<file path="src/branch_dispatch_defs.vh">
// constants for the branch and coprocessor dispatch block
`ifndef BRANCH_DISPATCH_DEFS_VH
`define BRANCH_DISPATCH_DEFS_VH
// instruction fields
`define COND_MSB 31
`define COND_LSB 28
`define LINK_BIT 24
`define OFFS_MSB 23
`define OFFS_LSB 0
`define OFFS_W 24
`define CPNUM_MSB 11
`define CPNUM_LSB 8
// class decode: bits 27:25
`define CLASS_BRANCH 3'h5
`define CLASS_COPROC_HI 2'h3
// coprocessor numbers
`define CP_COUNT 16
`define CP_SELF 4'hf
// prefetch distance in bytes, two words
`define PREFETCH_BYTES 32'h00000008
`define WORD_BYTES 32'h00000004
// 26-bit configuration pc field mask, bits 25:2
`define PC26_MASK 32'h03fffffc
`define PSR26_MASK 32'hfc000003
// condition codes
`define CC_EQ 4'h0
`define CC_NE 4'h1
`define CC_CS 4'h2
`define CC_CC 4'h3
`define CC_MI 4'h4
`define CC_PL 4'h5
`define CC_VS 4'h6
`define CC_VC 4'h7
`define CC_HI 4'h8
`define CC_LS 4'h9
`define CC_GE 4'ha
`define CC_LT 4'hb
`define CC_GT 4'hc
`define CC_LE 4'hd
`define CC_AL 4'he
`endif

</file>
<file path="src/branch_and_coproc_dispatch.v">
// branch execution and coprocessor dispatch stage
// ------------------------------
// ------------------------------
`timescale 1ns/1ps
module branch_and_coproc_dispatch
#(
   parameter CP_N = 16
)
(
   // clock, reset, enable
   input wire core_clk_i,
   input wire rst_i,
   input wire clk_en_i,
   // instruction in execute
   input wire instr_valid_i,
   input wire [31:0] instr_i,
   input wire [31:0] instr_addr_i,
   input wire [31:0] program_counter_reg_i,
   // processor state
   input wire mode32_i,
   input wire [3:0] flags_i,
   input wire [31:0] current_status_word_i,
   input wire [31:0] saved_status_word_i,
   input wire privileged_i,
   // flag-setting pc load request
   input wire pc_load_s_i,
   // coprocessor answers, one per number
   input wire [CP_N-1:0] cp_present_i,
   input wire self_ctrl_ok_i,
   // branch results
   output reg branch_taken_o,
   output reg flush_o,
   output reg [31:0] fetch_addr_o,
   output reg link_we_o,
   output reg [31:0] link_register_o,
   // coprocessor dispatch
   output reg cp_issue_o,
   output reg [3:0] cp_num_o,
   output reg [31:0] cp_instr_o,
   output reg self_ctrl_o,
   output reg undef_trap_o,
   // status restore
   output reg status_restore_o,
   output reg [31:0] status_word_o
);
`include "branch_dispatch_defs.vh"
   // ------------------------------
   // decode
   // ------------------------------
   wire cond_pass;
   reg is_branch;
   reg is_coproc;
   wire link_req;
   wire [3:0] cp_sel;
   wire [31:0] pc_used;
   wire [31:0] offs_ext;
   wire [31:0] sum32;
   wire [31:0] target;
   wire [31:0] ret_addr;
   wire cp_answer;
   wire [CP_N-1:0] cp_resp;

   cond_check u_cond
   (
      .cond_i (instr_i[`COND_MSB:`COND_LSB]),
      .flags_i (flags_i),
      .pass_o (cond_pass)
   );

   // ------------------------------
   // class decode
   // ------------------------------
   // 101 is a branch; 110 and 111 are coprocessor space, except that
   // 111 with bit 24 set is the software interrupt and is left alone
   always @*
   begin
      is_branch = 1'b0;
      is_coproc = 1'b0;
      case (instr_i[27:25])
         `CLASS_BRANCH:
         begin
            is_branch = 1'b1;
         end
         {`CLASS_COPROC_HI, 1'b0}:
         begin
            is_coproc = 1'b1;
         end
         {`CLASS_COPROC_HI, 1'b1}:
         begin
            is_coproc = ~instr_i[24];
         end
         default:
         begin
            is_branch = 1'b0;
            is_coproc = 1'b0;
         end
      endcase
   end

   // link bit and coprocessor number fields
   assign link_req = instr_i[`LINK_BIT];
   assign cp_sel = instr_i[`CPNUM_MSB:`CPNUM_LSB];

   // the visible pc input is not used: the instruction address already
   // fixes the prefetch distance, so a stalled pc cannot skew targets
   // prefetch puts pc two words ahead of the branch
   assign pc_used = instr_addr_i + `PREFETCH_BYTES;
   // signed word offset, shifted and sign-extended
   assign offs_ext = {{6{instr_i[`OFFS_MSB]}}, instr_i[`OFFS_MSB:`OFFS_LSB], 2'b00};
   // 32-bit add, carry out simply dropped
   assign sum32 = pc_used + offs_ext;
   // 26-bit mode keeps only the word address field
   assign target = mode32_i ? sum32 : (sum32 & `PC26_MASK);
   assign ret_addr = instr_addr_i + `WORD_BYTES;

   // per-number answer lines; own number answered internally
   genvar g;
   generate
      for (g = 0; g < CP_N; g = g + 1)
      begin : g_resp
         if (g == 15)
         begin : g_self
            assign cp_resp[g] = self_ctrl_ok_i;
         end
         else
         begin : g_ext
            assign cp_resp[g] = cp_present_i[g];
         end
      end
   endgenerate
   // answer of the selected coprocessor number
   assign cp_answer = cp_resp[cp_sel];

   // ------------------------------
   // execute stage registers
   // ------------------------------
   always @(posedge core_clk_i)
   begin
      // reset clears every output and pulse
      if (rst_i)
      begin
         branch_taken_o <= 1'b0;
         flush_o <= 1'b0;
         fetch_addr_o <= 32'h00000000;
         link_we_o <= 1'b0;
         link_register_o <= 32'h00000000;
         cp_issue_o <= 1'b0;
         cp_num_o <= 4'h0;
         cp_instr_o <= 32'h00000000;
         self_ctrl_o <= 1'b0;
         undef_trap_o <= 1'b0;
         status_restore_o <= 1'b0;
         status_word_o <= 32'h00000000;
      end
      else if (clk_en_i)
      begin
         // pulses default low, so each lasts one enabled cycle
         branch_taken_o <= 1'b0;
         flush_o <= 1'b0;
         link_we_o <= 1'b0;
         cp_issue_o <= 1'b0;
         self_ctrl_o <= 1'b0;
         undef_trap_o <= 1'b0;
         status_restore_o <= 1'b0;
         // only a valid instruction with a passing condition acts
         if (instr_valid_i & cond_pass)
         begin
            // branch: redirect fetch and drop the prefetched words
            if (is_branch)
            begin
               branch_taken_o <= 1'b1;
               flush_o <= 1'b1;
               fetch_addr_o <= target;
               // link value written only when the link bit is set
               if (link_req)
               begin
                  link_we_o <= 1'b1;
                  if (mode32_i)
                     link_register_o <= ret_addr;
                  else
                     link_register_o <= (ret_addr & `PC26_MASK) |
                        (current_status_word_i & `PSR26_MASK);
               end
            end
            else if (is_coproc)
            begin
               // coprocessor: send out, run locally, or trap
               cp_num_o <= cp_sel;
               cp_instr_o <= instr_i;
               if (cp_answer)
               begin
                  cp_issue_o <= (cp_sel != `CP_SELF);
                  self_ctrl_o <= (cp_sel == `CP_SELF);
               end
               else
                  undef_trap_o <= 1'b1;
            end
         end
         // flag-setting pc load in privileged mode restores state
         if (pc_load_s_i & privileged_i)
         begin
            status_restore_o <= 1'b1;
            status_word_o <= saved_status_word_i;
         end
      end
   end
endmodule // branch_and_coproc_dispatch

</file>
<file path="src/cond_check.v">
// condition field evaluation against the core flags
`timescale 1ns/1ps
module cond_check
(
   // condition and flags
   input wire [3:0] cond_i,
   input wire [3:0] flags_i,
   // result
   output reg pass_o
);
`include "branch_dispatch_defs.vh"
   wire n_f;
   wire z_f;
   wire c_f;
   wire v_f;
   assign n_f = flags_i[3];
   assign z_f = flags_i[2];
   assign c_f = flags_i[1];
   assign v_f = flags_i[0];
   // decode the condition from the core flags only
   always @*
   begin
      case (cond_i)
         `CC_EQ: pass_o = z_f;
         `CC_NE: pass_o = ~z_f;
         `CC_CS: pass_o = c_f;
         `CC_CC: pass_o = ~c_f;
         `CC_MI: pass_o = n_f;
         `CC_PL: pass_o = ~n_f;
         `CC_VS: pass_o = v_f;
         `CC_VC: pass_o = ~v_f;
         `CC_HI: pass_o = c_f & ~z_f;
         `CC_LS: pass_o = ~c_f | z_f;
         `CC_GE: pass_o = (n_f == v_f);
         `CC_LT: pass_o = (n_f != v_f);
         `CC_GT: pass_o = ~z_f & (n_f == v_f);
         `CC_LE: pass_o = z_f | (n_f != v_f);
         `CC_AL: pass_o = 1'b1;
         default: pass_o = 1'b0; // never condition
      endcase
   end
endmodule // cond_check

</file>
<file path="config.mk">
export PLATFORM = sky130hd
export DESIGN_NAME = branch_and_coproc_dispatch
export DESIGN_NICKNAME = d
export VERILOG_FILES = /design/src/branch_and_coproc_dispatch.v /design/src/cond_check.v
export VERILOG_INCLUDE_DIRS = /design/src
export SDC_FILE = /design/constraint.sdc
export NUM_CORES = 1
export LEC_CHECK = 0
export ABC_AREA = 0
export ABC_CLOCK_PERIOD_IN_PS = 7500
export BUFFER_PORTS_ARGS = -buffer_cell sky130_fd_sc_hd__buf_2
export CAP_MARGIN = 30
export CORE_AREA = 2 2 127 129
export DETAILED_ROUTE_END_ITERATION = 16
export DIE_AREA = 0 0 129 131
export PLACE_DENSITY_LB_ADDON = 0.2
export SLEW_MARGIN = 15
export SYNTH_ARGS = -nofsm -noshare
export SYNTH_HDL_FRONTEND = slang
export SYNTH_HIERARCHICAL = 1
export SYNTH_SLANG_ARGS = --single-unit
</file>
<file path="constraint.sdc">
create_clock -name core_clk_i -period 7.5 [get_ports core_clk_i]
set_input_delay 1.5 -clock core_clk_i [delete_from_list [all_inputs] [get_ports core_clk_i]]
set_output_delay 1.5 -clock core_clk_i [all_outputs]
set_load 0.01 [all_outputs]
</file>
After elaboration in Yosys (flattened, before gate mapping)
Index checks and enable logic that the tools add are counted.
Cells by class
  bitwise operators: 13
  $add $sub $neg: 3
  muxes and demuxes: 25
  reduce and logical (&&, ||, !) cells: 5
  equality and inequality tests: 21
  magnitude comparators: 1
Operators by type and width (number)
  two-way mux 32 bit: 2
  adder 32 x 3 -> 32 bit, second input constant: 1
  adder 32 bit: 1
  adder 32 x 4 -> 32 bit, second input constant: 1
  equality test 4 bit, second input constant: 8
  OR 26 x 32 -> 32 bit: 1
  two-way mux 1 bit: 20
  equality test 4 x 3 -> 1 bit, second input constant: 4
  one-hot mux 1 bit (15 select lines): 1
  equality test 3 bit, second input constant: 3
  equality test 4 x 2 -> 1 bit, second input constant: 2
  AND reduction 4 bit: 2
  NOT 1 bit: 6
  < comparator 4 x 5 -> 1 bit, second input constant: 1
  AND 1 bit: 4
  binary-select mux 1 bit (select 4 bit): 1
  equality test 4 x 1 -> 1 bit, second input constant: 1
  zero test 4 bit: 1
  != test 4 bit, second input constant: 1
  AND reduction 3 bit: 1
  OR 1 bit: 2
  one-hot mux 1 bit (2 select lines): 1
  AND reduction 2 bit: 1
  equality test 1 bit: 1
  != test 1 bit: 1
Word-level totals
  input port bits: 188
  bits in registers: 138
  logic and storage cells: 79
  output and inout port bits: 139

Depth between registers and ports, before layout
Gate-level depths: netlist (run 1).
  depth after elaboration: 6
  depth in mapped cells: 14
  mapped depth without buffers: 11

Hierarchy
The synthesis (run 1) kept the hierarchy.
Modules (own cells, without submodules)
  branch_and_coproc_dispatch: cells each 907, times used 1, area an instance 7338.3 um2
  cond_check: cells each 28, times used 1, area an instance 193.9 um2

Least setup slack after synthesis (run 1)
Ideal clock, no wire load.
  kind: input to register
  start point: input instr_i[1]
  end point: register fetch_addr_o[23]
  data arrival time: 3.830 ns
  data required time: 7.383 ns
  setup slack: 3.553 ns
  path buffers: 0
  cell stages on the path: 11
  path through: inv_1 ha_1 inv_1 ha_1 fa_1 a211oi_1 o211ai_1 a21oi_2 a211oi_1 or3_1 a32o_1
On the way
  longest elaborated chain between the ends: 2
RTL lines
  start, declared: line branch_and_coproc_dispatch.v:16  | input wire [31:0] instr_i,
  adder 32 bit: line branch_and_coproc_dispatch.v:111  | assign sum32 = pc_used + offs_ext;
  two-way mux 32 bit: line branch_and_coproc_dispatch.v:113  | assign target = mode32_i ? sum32 : (sum32 & `PC26_MASK);
  end signal, assigned: line branch_and_coproc_dispatch.v:173  | fetch_addr_o <= target;
  end, declared: line branch_and_coproc_dispatch.v:33  | output reg [31:0] fetch_addr_o,
Every way passes these cells.
A chain may end at the register's enable or synchronous reset.

Worst setup path after layout (run 1)
  start point: input instr_i[30]
  end point: register link_register_o[30]
On the way
  longest elaborated chain between the ends: 4
  elaborated cells between the ends (all ways): 18
RTL lines
  equality test 4 bit (tied with other cells): line cond_check.v:23  | case (cond_i)
  one-hot mux 1 bit (15 select lines) (*): line cond_check.v:23
  named net cond_pass: line branch_and_coproc_dispatch.v:50  | wire cond_pass;
  AND 1 bit (*): line branch_and_coproc_dispatch.v:166  | if (instr_valid_i & cond_pass)
  AND reduction 4 bit (no line) (*)
  end signal, assigned: line branch_and_coproc_dispatch.v:179  | link_register_o <= ret_addr;
  end signal, assigned: line branch_and_coproc_dispatch.v:181  | link_register_o <= (ret_addr & `PC26_MASK) |
  end, declared: line branch_and_coproc_dispatch.v:35  | output reg [31:0] link_register_o,
The timed path passes the listed nets; every way through them passes the cells marked *.

==> run summary, run 1 <==
Clock tree buffer depth - 2
Timing-limited maximum frequency - 241 MHz
TritonCTS clock tree - done
Clk root buf - sky130_fd_sc_hd__clkbuf_16
Register area - 0.00268 mm^2
Chip height - 131 um
Area fraction of the dominant cell type after synthesis - 0.356
Via count of the first global-routing pass - 6710
Number of nets with antenna violations after detailed routing - 0
Final number of setup-violating endpoints - 0
Class of the tightest hold or removal check - flop to flop
Post-Route WL - 22700 um
Register bit total from synthesis - 134
Core region area - 0.0156 mm^2
Overall die width - 129 um
Worst VDD drop - 0.150 mV
Critical path class - primary input to flop
Count of input and output buffers - 269
CTS-repair resized insts - 0
Final number of max-transition violations - 0
Total Power Consumption - 1910 uW
Final design utilization - 0.614
Status - complete, no violations
Final hold slack - 0.450 ns
Gp weighted congestion - 0.913
Number of enable-type register cells in the synthesized netlist - 0
Row cnt - 46
Critical path's top delay family - simple AND/OR/NAND/NOR gates
Final-stage net count - 1423
Post-detailed-route wirelength per cell - 16.2 um
Cell with the largest stage delay on the worst path - sky130_fd_sc_hd__and3b_1
Layout cells sized above 1 - 0.274
Clk_lat worst skew - 0.42 ns
Global routing usage on met3 - 0.0615
Routed vias - 7620
Router iterations before antenna repair - 5
Via density per instance - 5.42
Buf+Inv Stages, Crit Path - 3
Drt initial violations - 512
Most used flip-flop cell after synthesis - sky130_fd_sc_hd__dfxtp_1
Multi-input logic area - 0.00452 mm^2
Global-route total usage across every layer - 0.258
First element of the critical path - instr_i[30]
Library cell with the largest summed area after synthesis - sky130_fd_sc_hd__dfxtp_1
Top post-synthesis cells by area - sky130_fd_sc_hd__dfxtp_1 (36%), sky130_fd_sc_hd__nand2_1 (9.9%), sky130_fd_sc_hd__ha_1 (9.6%), sky130_fd_sc_hd__a21oi_1 (7.8%), sky130_fd_sc_hd__a211oi_1 (3.6%)
Number of distinct standard cells referenced by the synthesized netlist - 66
Power Dens Cells - 199 mW/mm^2
Fraction of synthesis flops using an asynchronous set or reset pin - 0
Clock sink count - 134
Pin count of the biggest net entering global routing - 67
Inserted Clock Buffers - 17
Crit Path Max Fanout - 44
Cell breakdown of the critical path - buf_2 > or2b_1 > o31ai_1 > a211o_1 > a211o_1 > and4_1 > and3b_1 > buf_6 > and2_2 > buf_12 > and4_1 > a31oi_1 > o21ai_0
Average cell area after synthesis - 8.06 um^2
Post-synthesis net count - 1182
Setup repair bufs after CTS - 0
DRC violations left - 0
Post-Place Cell Area - 0.00896 mm^2
Wire length of the first global-routing pass - 34200 um
Syn Inst Count - 935
Max-cap violation count - 0
Time the worst path needs with I/O delays and setup - 4.15 ns
Number of antenna diodes - 0
Cell area after synthesis - 0.00753 mm^2
Final global-route overflow total - 0
Delay of the slowest critical-path stage - 0.49 ns
GR met2 Demand/Resource - 0.433
Worst r2r src - link_register_o[9]
Final period utilization - 0.553
Sequential fraction of the synthesis area - 0.356
Reported leakage power - 0.00426 uW
Warnings, synthesis - 6
Initial standard-cell utilization of the core - 0.483
Unrepaired setup endpoints after global routing - no
Beginning of the worst hold path - status_word_o[27]
Most crowded layer after global routing - met2
Launching element type of the critical path - primary input
Non-Filler Cell Area, Final - 0.00958 mm^2
Syn-to-layout area delta - 27.2%
Final hold violation count - 0
Area of the die - 0.0169 mm^2
Sum of negative setup slack - 0 ns
Initial antenna violation count - 1
Number of levels in the clock H-tree - 4
Worst Tran Pin Value - 0.964 ns
Count of filler cells inserted in the layout - 1479
Crit path capture type - flop
Rel. slew slack - 0.352
Data required time at the worst endpoint - 7.84 ns
Clock Skews - 0 ns
Met1 GRT Util - 0.318
Worst path arrival time - 4.49 ns
Final HPWL from detailed placement - 17300 um
Clock-pin slew on the worst setup and hold paths - 0.06 ns
Top-level I/O count - 327
Count of hold-fix buffers inserted at cts - 0
report_power, final:
part	switching (uW)	total, uW	internal (uW)
Clock	331	834	503
Combinational	205	345	141
Sequential	5.25	729	724
Total	541	1910	1370
per-stage QoR:
step                setup slack [ns]  std cells
floorplan                       3.55        935
global placement                2.34       1368
detailed placement              2.29       1371
CTS                             2.71       1403
global route                    3.12       1405
finish                          3.35       1405
state kept, by name (all words and copies together), names as in the netlist:
signal	flops
fetch_addr_o	32
link_register_o	32
status_word_o	32
cp_instr_o	29
cp_num_o	3
cp_issue_o	1
flush_o	1
link_we_o	1
self_ctrl_o	1
status_restore_o	1
undef_trap_o	1
cell usage after synthesis, types with 5 or more instances:
| library cell | instances |
|---|---|
| sky130_fd_sc_hd__a211oi_1 | 36 |
| sky130_fd_sc_hd__a21o_1 | 11 |
| sky130_fd_sc_hd__a21oi_1 | 118 |
| sky130_fd_sc_hd__a31oi_1 | 7 |
| sky130_fd_sc_hd__and3_1 | 9 |
| sky130_fd_sc_hd__and4_1 | 9 |
| sky130_fd_sc_hd__buf_2 | 11 |
| sky130_fd_sc_hd__buf_4 | 8 |
| sky130_fd_sc_hd__clkbuf_1 | 31 |
| sky130_fd_sc_hd__dfxtp_1 | 134 |
| sky130_fd_sc_hd__ha_1 | 58 |
| sky130_fd_sc_hd__inv_1 | 17 |
| sky130_fd_sc_hd__mux4_2 | 5 |
| sky130_fd_sc_hd__nand2_1 | 198 |
| sky130_fd_sc_hd__nand3_1 | 24 |
| sky130_fd_sc_hd__nand4_1 | 15 |
| sky130_fd_sc_hd__nor2_1 | 57 |
| sky130_fd_sc_hd__nor2b_1 | 5 |
| sky130_fd_sc_hd__nor3_1 | 13 |
| sky130_fd_sc_hd__o211ai_1 | 8 |
| sky130_fd_sc_hd__o21ai_0 | 28 |
| sky130_fd_sc_hd__or3_1 | 8 |
| sky130_fd_sc_hd__xnor2_1 | 22 |
| sky130_fd_sc_hd__xor2_1 | 26 |
area by class of cell:
class                   count  share of cell area
inverters                  17             0.00666
clock buffers              19              0.0462
well taps                 216              0.0282
flip-flops and latches    134               0.280
repair buffers            278               0.151
multi-input cells         728               0.472
clock inverters            13              0.0155
logic make-up after synthesis:
| family | count (synthesis) | share of synthesized area |
|---|---|---|
| XOR/XNOR | 49 | 0.0580 |
| buffers and inverters | 73 | 0.0435 |
| multiplexers | 10 | 0.0224 |
| AO/OA/AOI/OAI | 248 | 0.204 |
| AND/OR/NAND/NOR | 362 | 0.216 |
| adder cells (fa/ha/maj) | 59 | 0.0990 |
| flip-flops | 134 | 0.356 |
final timing paths:
check / end / slack [ns] / depth (start not counted)
worst max register to register: link_register_o[9] / 6.78 / 2
worst max-delay path: link_register_o[30] / 3.35 / 13
worst min register to register: status_word_o[27] / 0.45 / 2
worst min-delay path: status_word_o[27] / 0.45 / 2
layout by cell type (no fill, tap or decap), types with 7 or more instances in the layout:
cell type	synthesis	layout
sky130_fd_sc_hd__a211oi_1	36	36
sky130_fd_sc_hd__a21o_1	11	11
sky130_fd_sc_hd__a21oi_1	118	118
sky130_fd_sc_hd__a31oi_1	7	7
sky130_fd_sc_hd__and3_1	9	9
sky130_fd_sc_hd__and4_1	9	9
sky130_fd_sc_hd__buf_2	11	268
sky130_fd_sc_hd__clkbuf_16	0	17
sky130_fd_sc_hd__dfxtp_1	134	134
sky130_fd_sc_hd__ha_1	58	58
sky130_fd_sc_hd__inv_1	17	17
sky130_fd_sc_hd__nand2_1	198	198
sky130_fd_sc_hd__nand3_1	24	24
sky130_fd_sc_hd__nand4_1	15	15
sky130_fd_sc_hd__nor2_1	57	57
sky130_fd_sc_hd__nor3_1	13	13
sky130_fd_sc_hd__o211ai_1	8	8
sky130_fd_sc_hd__o21ai_0	28	28
sky130_fd_sc_hd__or3_1	8	8
sky130_fd_sc_hd__xnor2_1	22	22
sky130_fd_sc_hd__xor2_1	26	26
worst register-to-register path, delay by kind of cell, from the launching register on:
kind | cells | cell delay (ns)
compound gates | 1 | 0.22
flops | 1 | 0.35
simple gates | 1 | 0.06
routing by layer:
layer  routed length [um]  part of all wire
met3                 1680             0.074
met4                  697             0.031
met1                 9600              0.42
met2                10700              0.47
met5                   13           0.00057
No activity file was read; power rests on OpenSTA's default activity.
==> run 2, diff against run 1 <==
- ABC_CLOCK_PERIOD_IN_PS: 7500 -> 3600
- CORE_AREA: 2 2 127 129 -> unset
- CORE_MARGIN: unset -> 2
- CORE_UTILIZATION: unset -> 44
- DIE_AREA: 0 0 129 131 -> unset
- clock period: 7.5 -> 3.6 ns (I/O delays scaled with it)
==> run 2 against run 1 <==
Non-clock buffer count up 10. Core utilization is 3.0 points lower. Worst hold slack worse by 0.0016 ns. Final cell count increased by 0.93%. Register-to-register slack worse by 3.9 ns. First-iteration DRC count is 26% lower. Clock skew is the same. Die area increased by 7.6%. Critical path depth unchanged. Via count rose by 0.31%. Cell area is 1.4% higher. Critical path type unchanged. Total power rose by 120%.
==> run summary, run 2 (synthesis results as in run 1) <==
Unrepaired setup endpoints after global routing - no (unchanged)
Crit path capture type - flop (unchanged)
Setup slack after layout - 0.603 ns (was 3.35 ns)
Worst r2r src - link_register_o[21] (was link_register_o[9])
Critical path class - primary input to flop (unchanged)
Clock sink count - 134 (unchanged)
FF-to-FF End - link_register_o[21] (was link_register_o[9])
Area of the die - 0.0182 mm^2 (was 0.0169 mm^2)
Final number of setup-violating endpoints - 0 (unchanged)
Rel. slew slack - 0.561 (was 0.352)
Worst VDD drop - 0.336 mV (was 0.150 mV)
Reported leakage power - 0.00434 uW (was 0.00426 uW)
DRC violations left - 0 (unchanged)
Router iterations before antenna repair - 5 (unchanged)
Layout cells sized above 1 - 0.280 (was 0.274)
TritonCTS clock tree - done (unchanged)
Critical path's top delay family - compound AO/OA/AOI/OAI gates (was simple AND/OR/NAND/NOR gates)
Wire length of the first global-routing pass - 35900 um (was 34200 um)
CTS-repair resized insts - 0 (unchanged)
Worst Tran Pin Value - 0.658 ns (was 0.964 ns)
Cell breakdown of the critical path - buf_2 > inv_1 > ha_1 > inv_1 > ha_1 > fa_1 > a211oi_1 > o211ai_1 > a21oi_2 > buf_4 > a211oi_1 > or3_1 > a32o_1 (was buf_2 > or2b_1 > o31ai_1 > a211o_1 > a211o_1 > and4_1 > and3b_1 > buf_6 > and2_2 > buf_12 > and4_1 > a31oi_1 > o21ai_0)
Number of levels in the clock H-tree - 4 (unchanged)
Max-cap violation count - 0 (unchanged)
Crit Path Max Fanout - 7 (was 44)
Gp weighted congestion - 0.893 (was 0.913)
Number of antenna diodes - 0 (unchanged)
Final period utilization - 0.833
Non-Filler Cell Area, Final - 0.00971 mm^2 (was 0.00958 mm^2)
Global-route total usage across every layer - 0.251 (was 0.258)
Depth of the worst register-to-register path - 2 (unchanged)
Time the worst path needs with I/O delays and setup - 3.00 ns
Inserted Clock Buffers - 17 (unchanged)
Via density per instance - 5.39 (was 5.42)
Row cnt - 47 (was 46)
Cell with the largest stage delay on the worst path - sky130_fd_sc_hd__fa_1 (was sky130_fd_sc_hd__and3b_1)
Hold path endpoint - fetch_addr_o[26] (was status_word_o[27])
Data required time at the worst endpoint - 3.92 ns (was 7.84 ns)
Final hold violation count - 0 (unchanged)
Via count of the first global-routing pass - 7010 (was 6710)
Clk_lat worst skew - 0.42 ns (about the same)
Post-Place Cell Area - 0.00906 mm^2 (was 0.00896 mm^2)
Timing-limited maximum frequency - 334 MHz
Post-Route WL - 23500 um (was 22700 um)
Delay of the slowest critical-path stage - 0.40 ns (was 0.49 ns)
Final HPWL from detailed placement - 18000 um (was 17300 um)
Worst hold path depth - 2 (unchanged)
Power Dens Cells - 433 mW/mm^2 (was 199 mW/mm^2)
Critical Path Stages - 13 (unchanged)
Leading cell types in the layout, fill and taps excluded - sky130_fd_sc_hd__buf_2 (268), sky130_fd_sc_hd__nand2_1 (198), sky130_fd_sc_hd__dfxtp_1 (134) (unchanged)
Sum of negative setup slack - 0 ns (unchanged)
Overall die width - 135 um (was 129 um)
Clk root buf - sky130_fd_sc_hd__clkbuf_16 (unchanged)
Setup repair bufs after CTS - 0 (unchanged)
Clock-pin slew on the worst setup and hold paths - 0.07 ns (was 0.06 ns)
Buf+Inv Stages, Crit Path - 4 (was 3)
Routed vias - 7644 (was 7620)
Clock tree buffer depth - 2 (unchanged)
Class of the tightest hold or removal check - flop to flop (unchanged)
Register-to-register path setup slack - 2.90 ns (was 6.78 ns)
Beginning of the worst hold path - fetch_addr_o[26] (was status_word_o[27])
Chip height - 135 um (was 131 um)
Launching element type of the critical path - primary input (unchanged)
Initial antenna violation count - 2 (was 1)
Syn-to-layout area delta - 29.0% (was 27.2%)
Pin count of the biggest net entering global routing - 62 (was 67)
Core region area - 0.0166 mm^2 (was 0.0156 mm^2)
DP Cell Count - 1387 (was 1371)
Drt initial violations - 378 (was 512)
Post-detailed-route wirelength per cell - 16.6 um (was 16.2 um)
Worst path arrival time - 3.32 ns (was 4.49 ns)
Final number of max-transition violations - 0 (unchanged)
Status - complete, no violations (unchanged)
Clock Skews - 0 ns (unchanged)
Count of input and output buffers - 269 (unchanged)
Final-stage net count - 1433 (was 1423)
Initial standard-cell utilization of the core - 0.453 (was 0.483)
Most common library cell in the layout ignoring fill and taps - sky130_fd_sc_hd__buf_2 (unchanged)
Largest registers in the final layout - fetch_addr_o x32, link_register_o x32, status_word_o x32 (unchanged)
Number of nets with antenna violations after detailed routing - 0 (unchanged)
Setup slack at placement - 0.171 ns (was 2.29 ns)
Count of hold-fix buffers inserted at cts - 0 (unchanged)
Top-level I/O count - 327 (unchanged)
Final global-route overflow total - 0 (unchanged)
Final hold slack - 0.448 ns (was 0.450 ns)
Final standard cell count with taps included and fillers excluded - 1418 (was 1405)
run 2: cell types whose count changed in the layout (fill, tap and decap cells not counted):
cell / change
sky130_fd_sc_hd__buf_4: +13
sky130_fd_sc_hd__inv_8: -1
sky130_fd_sc_hd__clkbuf_1: -1
sky130_fd_sc_hd__inv_6: +2
sky130_fd_sc_hd__clkinvlp_4: -1
sky130_fd_sc_hd__bufinv_16: +3
sky130_fd_sc_hd__buf_6: -3
sky130_fd_sc_hd__clkinv_4: -1
sky130_fd_sc_hd__clkinv_2: -2
run 2: layer usage:
layer  vias to the layer above  part of all wire  global-route usage
met3                        36             0.081              0.0687
met4                         2             0.025              0.0906
li1                       3837                 -                   -
met2                       284              0.47               0.423
met5                         -           0.00055                   0
met1                      3485              0.43               0.308
run 2: how the worst max path moves through the flow:
stage,start,end,slack [ns]
2_1_floorplan,instr_i[1],fetch_addr_o[23],0.43
3_3_place_gp,instr_addr_i[3],fetch_addr_o[27],0.18
3_5_place_dp,instr_addr_i[3],fetch_addr_o[27],0.17
4_1_cts,instr_addr_i[3],fetch_addr_o[23],0.61
5_1_grt,instr_i[31],link_register_o[30],0.46
6_report,instr_addr_i[3],fetch_addr_o[23],0.60
run 2: worst min-delay path, delay by kind of cell (launching register included):
kind | cells | cell delay, ns
simple gates | 1 | 0.04
flops | 1 | 0.32
compound gates | 1 | 0.05
run 2: where the power goes:
part           total (uW)  switching [uW]  leakage (uW)  internal (uW)
Combinational         731             430       0.00294            302
Sequential           1520            11.8       0.00108           1510
Clock                1950             696      0.000318           1260
Total                4200            1140       0.00434           3060
run 2: area by class of cell:
type                            count  area, um^2
Timing Repair Buffer              288        1510
Clock buffer                       18         439
Fill cell                        1616        6930
Inverter                           17        63.8
Sequential cell                   134        2680
Clock inverter                     13         219
Multi-Input combinational cell    728        4520
Tap cell                          220         275
run 2: metrics by stage:
step                 util  total power (uW)
finish              0.584              4200
global placement    0.543              2270
floorplan               -              2020
global route        0.584              4370
detailed placement  0.544              2270
CTS                 0.584              4230
==> run 3, diff against run 2 <==
- ABC_AREA: 0 -> 1
- ABC_CLOCK_PERIOD_IN_PS: 3600 -> 2800
- CORE_UTILIZATION: 44 -> 50
- clock period: 3.6 -> 2.8 ns (I/O delays scaled with it)
==> run 3 against run 2 <==
Sequential power rose by 30%. Cell area rose by 9.0%. Register-to-register slack got worse by 0.87 ns. Clock power up 13%. First-iteration DRC count is 83% higher. Non-clock buffer count unchanged. Synthesized cell count is 39% higher. Sequential share of layout area shrank 2.3 points. Die area is 1.4% lower. Clock skew did not move. Worst hold slack worse by 0.055 ns. Synthesized area is 12% higher. Critical path type unchanged.
==> run summary, run 3 <==
Layout cells sized above 1 - 0.215 (was 0.280)
Final HPWL from detailed placement - 21700 um (was 18000 um)
Final-stage net count - 1805 (was 1433)
Crit path capture type - flop (unchanged)
Most common library cell in the layout ignoring fill and taps - sky130_fd_sc_hd__nand2_1 (was sky130_fd_sc_hd__buf_2)
Initial antenna violation count - 2 (unchanged)
Worst VDD drop - 0.416 mV (was 0.336 mV)
Post-Route WL - 28000 um (was 23500 um)
Top cells by instance count after synthesis - sky130_fd_sc_hd__nand2_1 (316), sky130_fd_sc_hd__inv_1 (197), sky130_fd_sc_hd__nor2_1 (137) (was sky130_fd_sc_hd__nand2_1 (198), sky130_fd_sc_hd__dfxtp_1 (134), sky130_fd_sc_hd__a21oi_1 (118))
Final number of setup-violating endpoints - 0 (unchanged)
Timing-limited maximum frequency - 417 MHz
Post-synthesis net count - 1543 (was 1182)
Clk_lat worst skew - 0.42 ns (about the same)
Data required time at the worst endpoint - 3.13 ns (was 3.92 ns)
Status - complete, no violations (unchanged)
Area of the die - 0.0179 mm^2 (was 0.0182 mm^2)
Count of input and output buffers - 269 (unchanged)
Worst Tran Pin Value - 0.570 ns (was 0.658 ns)
Clk root buf - sky130_fd_sc_hd__clkbuf_16 (unchanged)
Most common cell in the netlist - sky130_fd_sc_hd__nand2_1 (unchanged)
Clock-pin slew on the worst setup and hold paths - 0.07 ns (about the same)
Wire length of the first global-routing pass - 42800 um (was 35900 um)
Overall die width - 134 um (was 135 um)
Post-detailed-route wirelength per cell - 15.6 um (was 16.6 um)
Via density per instance - 5.11 (was 5.39)
Clock Skews - 0 ns (unchanged)
Router iterations before antenna repair - 6 (was 5)
Initial standard-cell utilization of the core - 0.511 (was 0.453)
Final global-route overflow total - 0 (unchanged)
Count of hold-fix buffers inserted at cts - 0 (unchanged)
Warnings, synthesis - 6 (unchanged)
DRC violations left - 0 (unchanged)
Top post-synthesis cells by area - sky130_fd_sc_hd__dfxtp_1 (32%), sky130_fd_sc_hd__nand2_1 (14%), sky130_fd_sc_hd__inv_1 (8.8%), sky130_fd_sc_hd__ha_1 (8.6%), sky130_fd_sc_hd__nor2_1 (6.1%) (was sky130_fd_sc_hd__dfxtp_1 (36%), sky130_fd_sc_hd__nand2_1 (9.9%), sky130_fd_sc_hd__ha_1 (9.6%), sky130_fd_sc_hd__a21oi_1 (7.8%), sky130_fd_sc_hd__a211oi_1 (3.6%))
Critical path class - primary input to flop (unchanged)
Most used flip-flop cell after synthesis - sky130_fd_sc_hd__dfxtp_1 (unchanged)
Rel. slew slack - 0.619 (was 0.561)
Number of nets with antenna violations after detailed routing - 0 (unchanged)
Crit Path Max Fanout - 4 (was 7)
Largest registers in the final layout - fetch_addr_o x32, link_register_o x32, status_word_o x32 (unchanged)
Power Dens Cells - 494 mW/mm^2 (was 433 mW/mm^2)
Launching element type of the critical path - primary input (unchanged)
Library cell with the largest summed area after synthesis - sky130_fd_sc_hd__dfxtp_1 (unchanged)
Reported leakage power - 0.00577 uW (was 0.00434 uW)
Final period utilization - 0.855
Number of levels in the clock H-tree - 4 (unchanged)
Sum of negative setup slack - 0 ns (unchanged)
Setup repair bufs after CTS - 0 (unchanged)
CTS-repair resized insts - 0 (unchanged)
Fraction of synthesis flops using an asynchronous set or reset pin - 0 (unchanged)
TritonCTS clock tree - done (unchanged)
Gp weighted congestion - 0.940 (was 0.893)
Clock tree buffer depth - 2 (unchanged)
Inserted Clock Buffers - 17 (unchanged)
Class of the tightest hold or removal check - primary input to flop (was flop to flop)
Final number of max-transition violations - 0 (unchanged)
Clock sink count - 134 (unchanged)
Final hold violation count - 0 (unchanged)
Max-cap violation count - 0 (unchanged)
Routed vias - 9151 (was 7644)
Sequential fraction of the synthesis area - 0.318 (was 0.356)
Worst path arrival time - 2.73 ns (was 3.32 ns)
Register bit total from synthesis - 134 (unchanged)
Core region area - 0.0165 mm^2 (was 0.0166 mm^2)
Row cnt - 47 (unchanged)
Time the worst path needs with I/O delays and setup - 2.40 ns
Area fraction of the dominant cell type after synthesis - 0.318 (was 0.356)
Leading cell types in the layout, fill and taps excluded - sky130_fd_sc_hd__nand2_1 (316), sky130_fd_sc_hd__buf_2 (269), sky130_fd_sc_hd__inv_1 (196) (was sky130_fd_sc_hd__buf_2 (268), sky130_fd_sc_hd__nand2_1 (198), sky130_fd_sc_hd__dfxtp_1 (134))
Cell area after synthesis - 0.00844 mm^2 (was 0.00753 mm^2)
Unrepaired setup endpoints after global routing - no (unchanged)
Drt initial violations - 690 (was 378)
Average cell area after synthesis - 6.51 um^2 (was 8.06 um^2)
Top-level I/O count - 327 (unchanged)
Pin count of the biggest net entering global routing - 76 (was 62)
Final hold slack - 0.393 ns (was 0.448 ns)
Chip height - 134 um (was 135 um)
Syn-to-layout area delta - 25.5% (was 29.0%)
Via count of the first global-routing pass - 8096 (was 7010)
Syn Inst Count - 1296 (was 935)
Global-route total usage across every layer - 0.305 (was 0.251)
Number of distinct standard cells referenced by the synthesized netlist - 39 (was 66)
Number of enable-type register cells in the synthesized netlist - 0 (unchanged)
[run 3: cells by family after synthesis]
group / synth area share
AND/OR/NAND/NOR: 0.287
buffers and inverters: 0.118
AO/OA/AOI/OAI: 0.156
flip-flops: 0.318
adder cells (fa/ha/maj): 0.0884
XOR/XNOR: 0.0332
[run 3: final timing paths]
check / startpoint / to / slack (ns) / cells after the start
max: instr_addr_i[3] / fetch_addr_o[25] / 0.40 / 16
max reg2reg: fetch_addr_o[19] / fetch_addr_o[19] / 2.03 / 3
min reg2reg: status_word_o[9] / status_word_o[9] / 0.44 / 2
min: current_status_word_i[0] / link_register_o[0] / 0.39 / 3
[run 3: routing by layer]
metal / share of wire / vias up / GRT usage / wire, um
li1: - / 4658 / - / -
met1: 0.44 / 4074 / 0.397 / 12300
met2: 0.46 / 377 / 0.506 / 12800
met3: 0.080 / 40 / 0.0680 / 2240
met4: 0.023 / 2 / 0.0922 / 643
met5: 0.00025 / - / 0 / 7
[run 3: critical path, cell delays in order]
cell	delay, ns
sky130_fd_sc_hd__buf_2	0.10
sky130_fd_sc_hd__inv_1	0.08
sky130_fd_sc_hd__ha_1	0.28
sky130_fd_sc_hd__inv_1	0.04
sky130_fd_sc_hd__ha_1	0.21
sky130_fd_sc_hd__fa_1	0.40
sky130_fd_sc_hd__nand3_1	0.10
sky130_fd_sc_hd__nand3_1	0.19
sky130_fd_sc_hd__nand2_1	0.11
sky130_fd_sc_hd__nand2_1	0.13
sky130_fd_sc_hd__nand3_1	0.16
sky130_fd_sc_hd__nand3_1	0.09
sky130_fd_sc_hd__nand2_1	0.06
sky130_fd_sc_hd__nand3_1	0.10
sky130_fd_sc_hd__nand2_1	0.09
sky130_fd_sc_hd__inv_1	0.04
[run 3: area by class of cell]
type	count	area (um^2)
fill	1588	5930
multi-input combinational	914	4770
sequential	134	2680
timing repair buffer	288	1530
inverter	203	763
clock buffer	18	439
tap	220	275
clock inverter	14	134
antenna	1	2.50
[run 3: where the power goes]
group          switching (uW)  internal [uW]
registers                19.5           1950
logic                     679            389
clock network            1000           1200
[run 3: metrics by stage]
stage / util / worst slack, ns / total power (uW) / instances / cell area (um^2)
finish: 0.641 / 0.405 / 5240 / 1792 / 10600
detailed placement: 0.606 / 0.0194 / 3060 / 1759 / 10000
global route: 0.641 / 0.309 / 5480 / 1791 / 10600
global placement: 0.606 / 0.0391 / 3050 / 1759 / 10000
floorplan: - / 0.365 / 2670 / 1296 / 8440
CTS: 0.641 / 0.460 / 5250 / 1791 / 10600
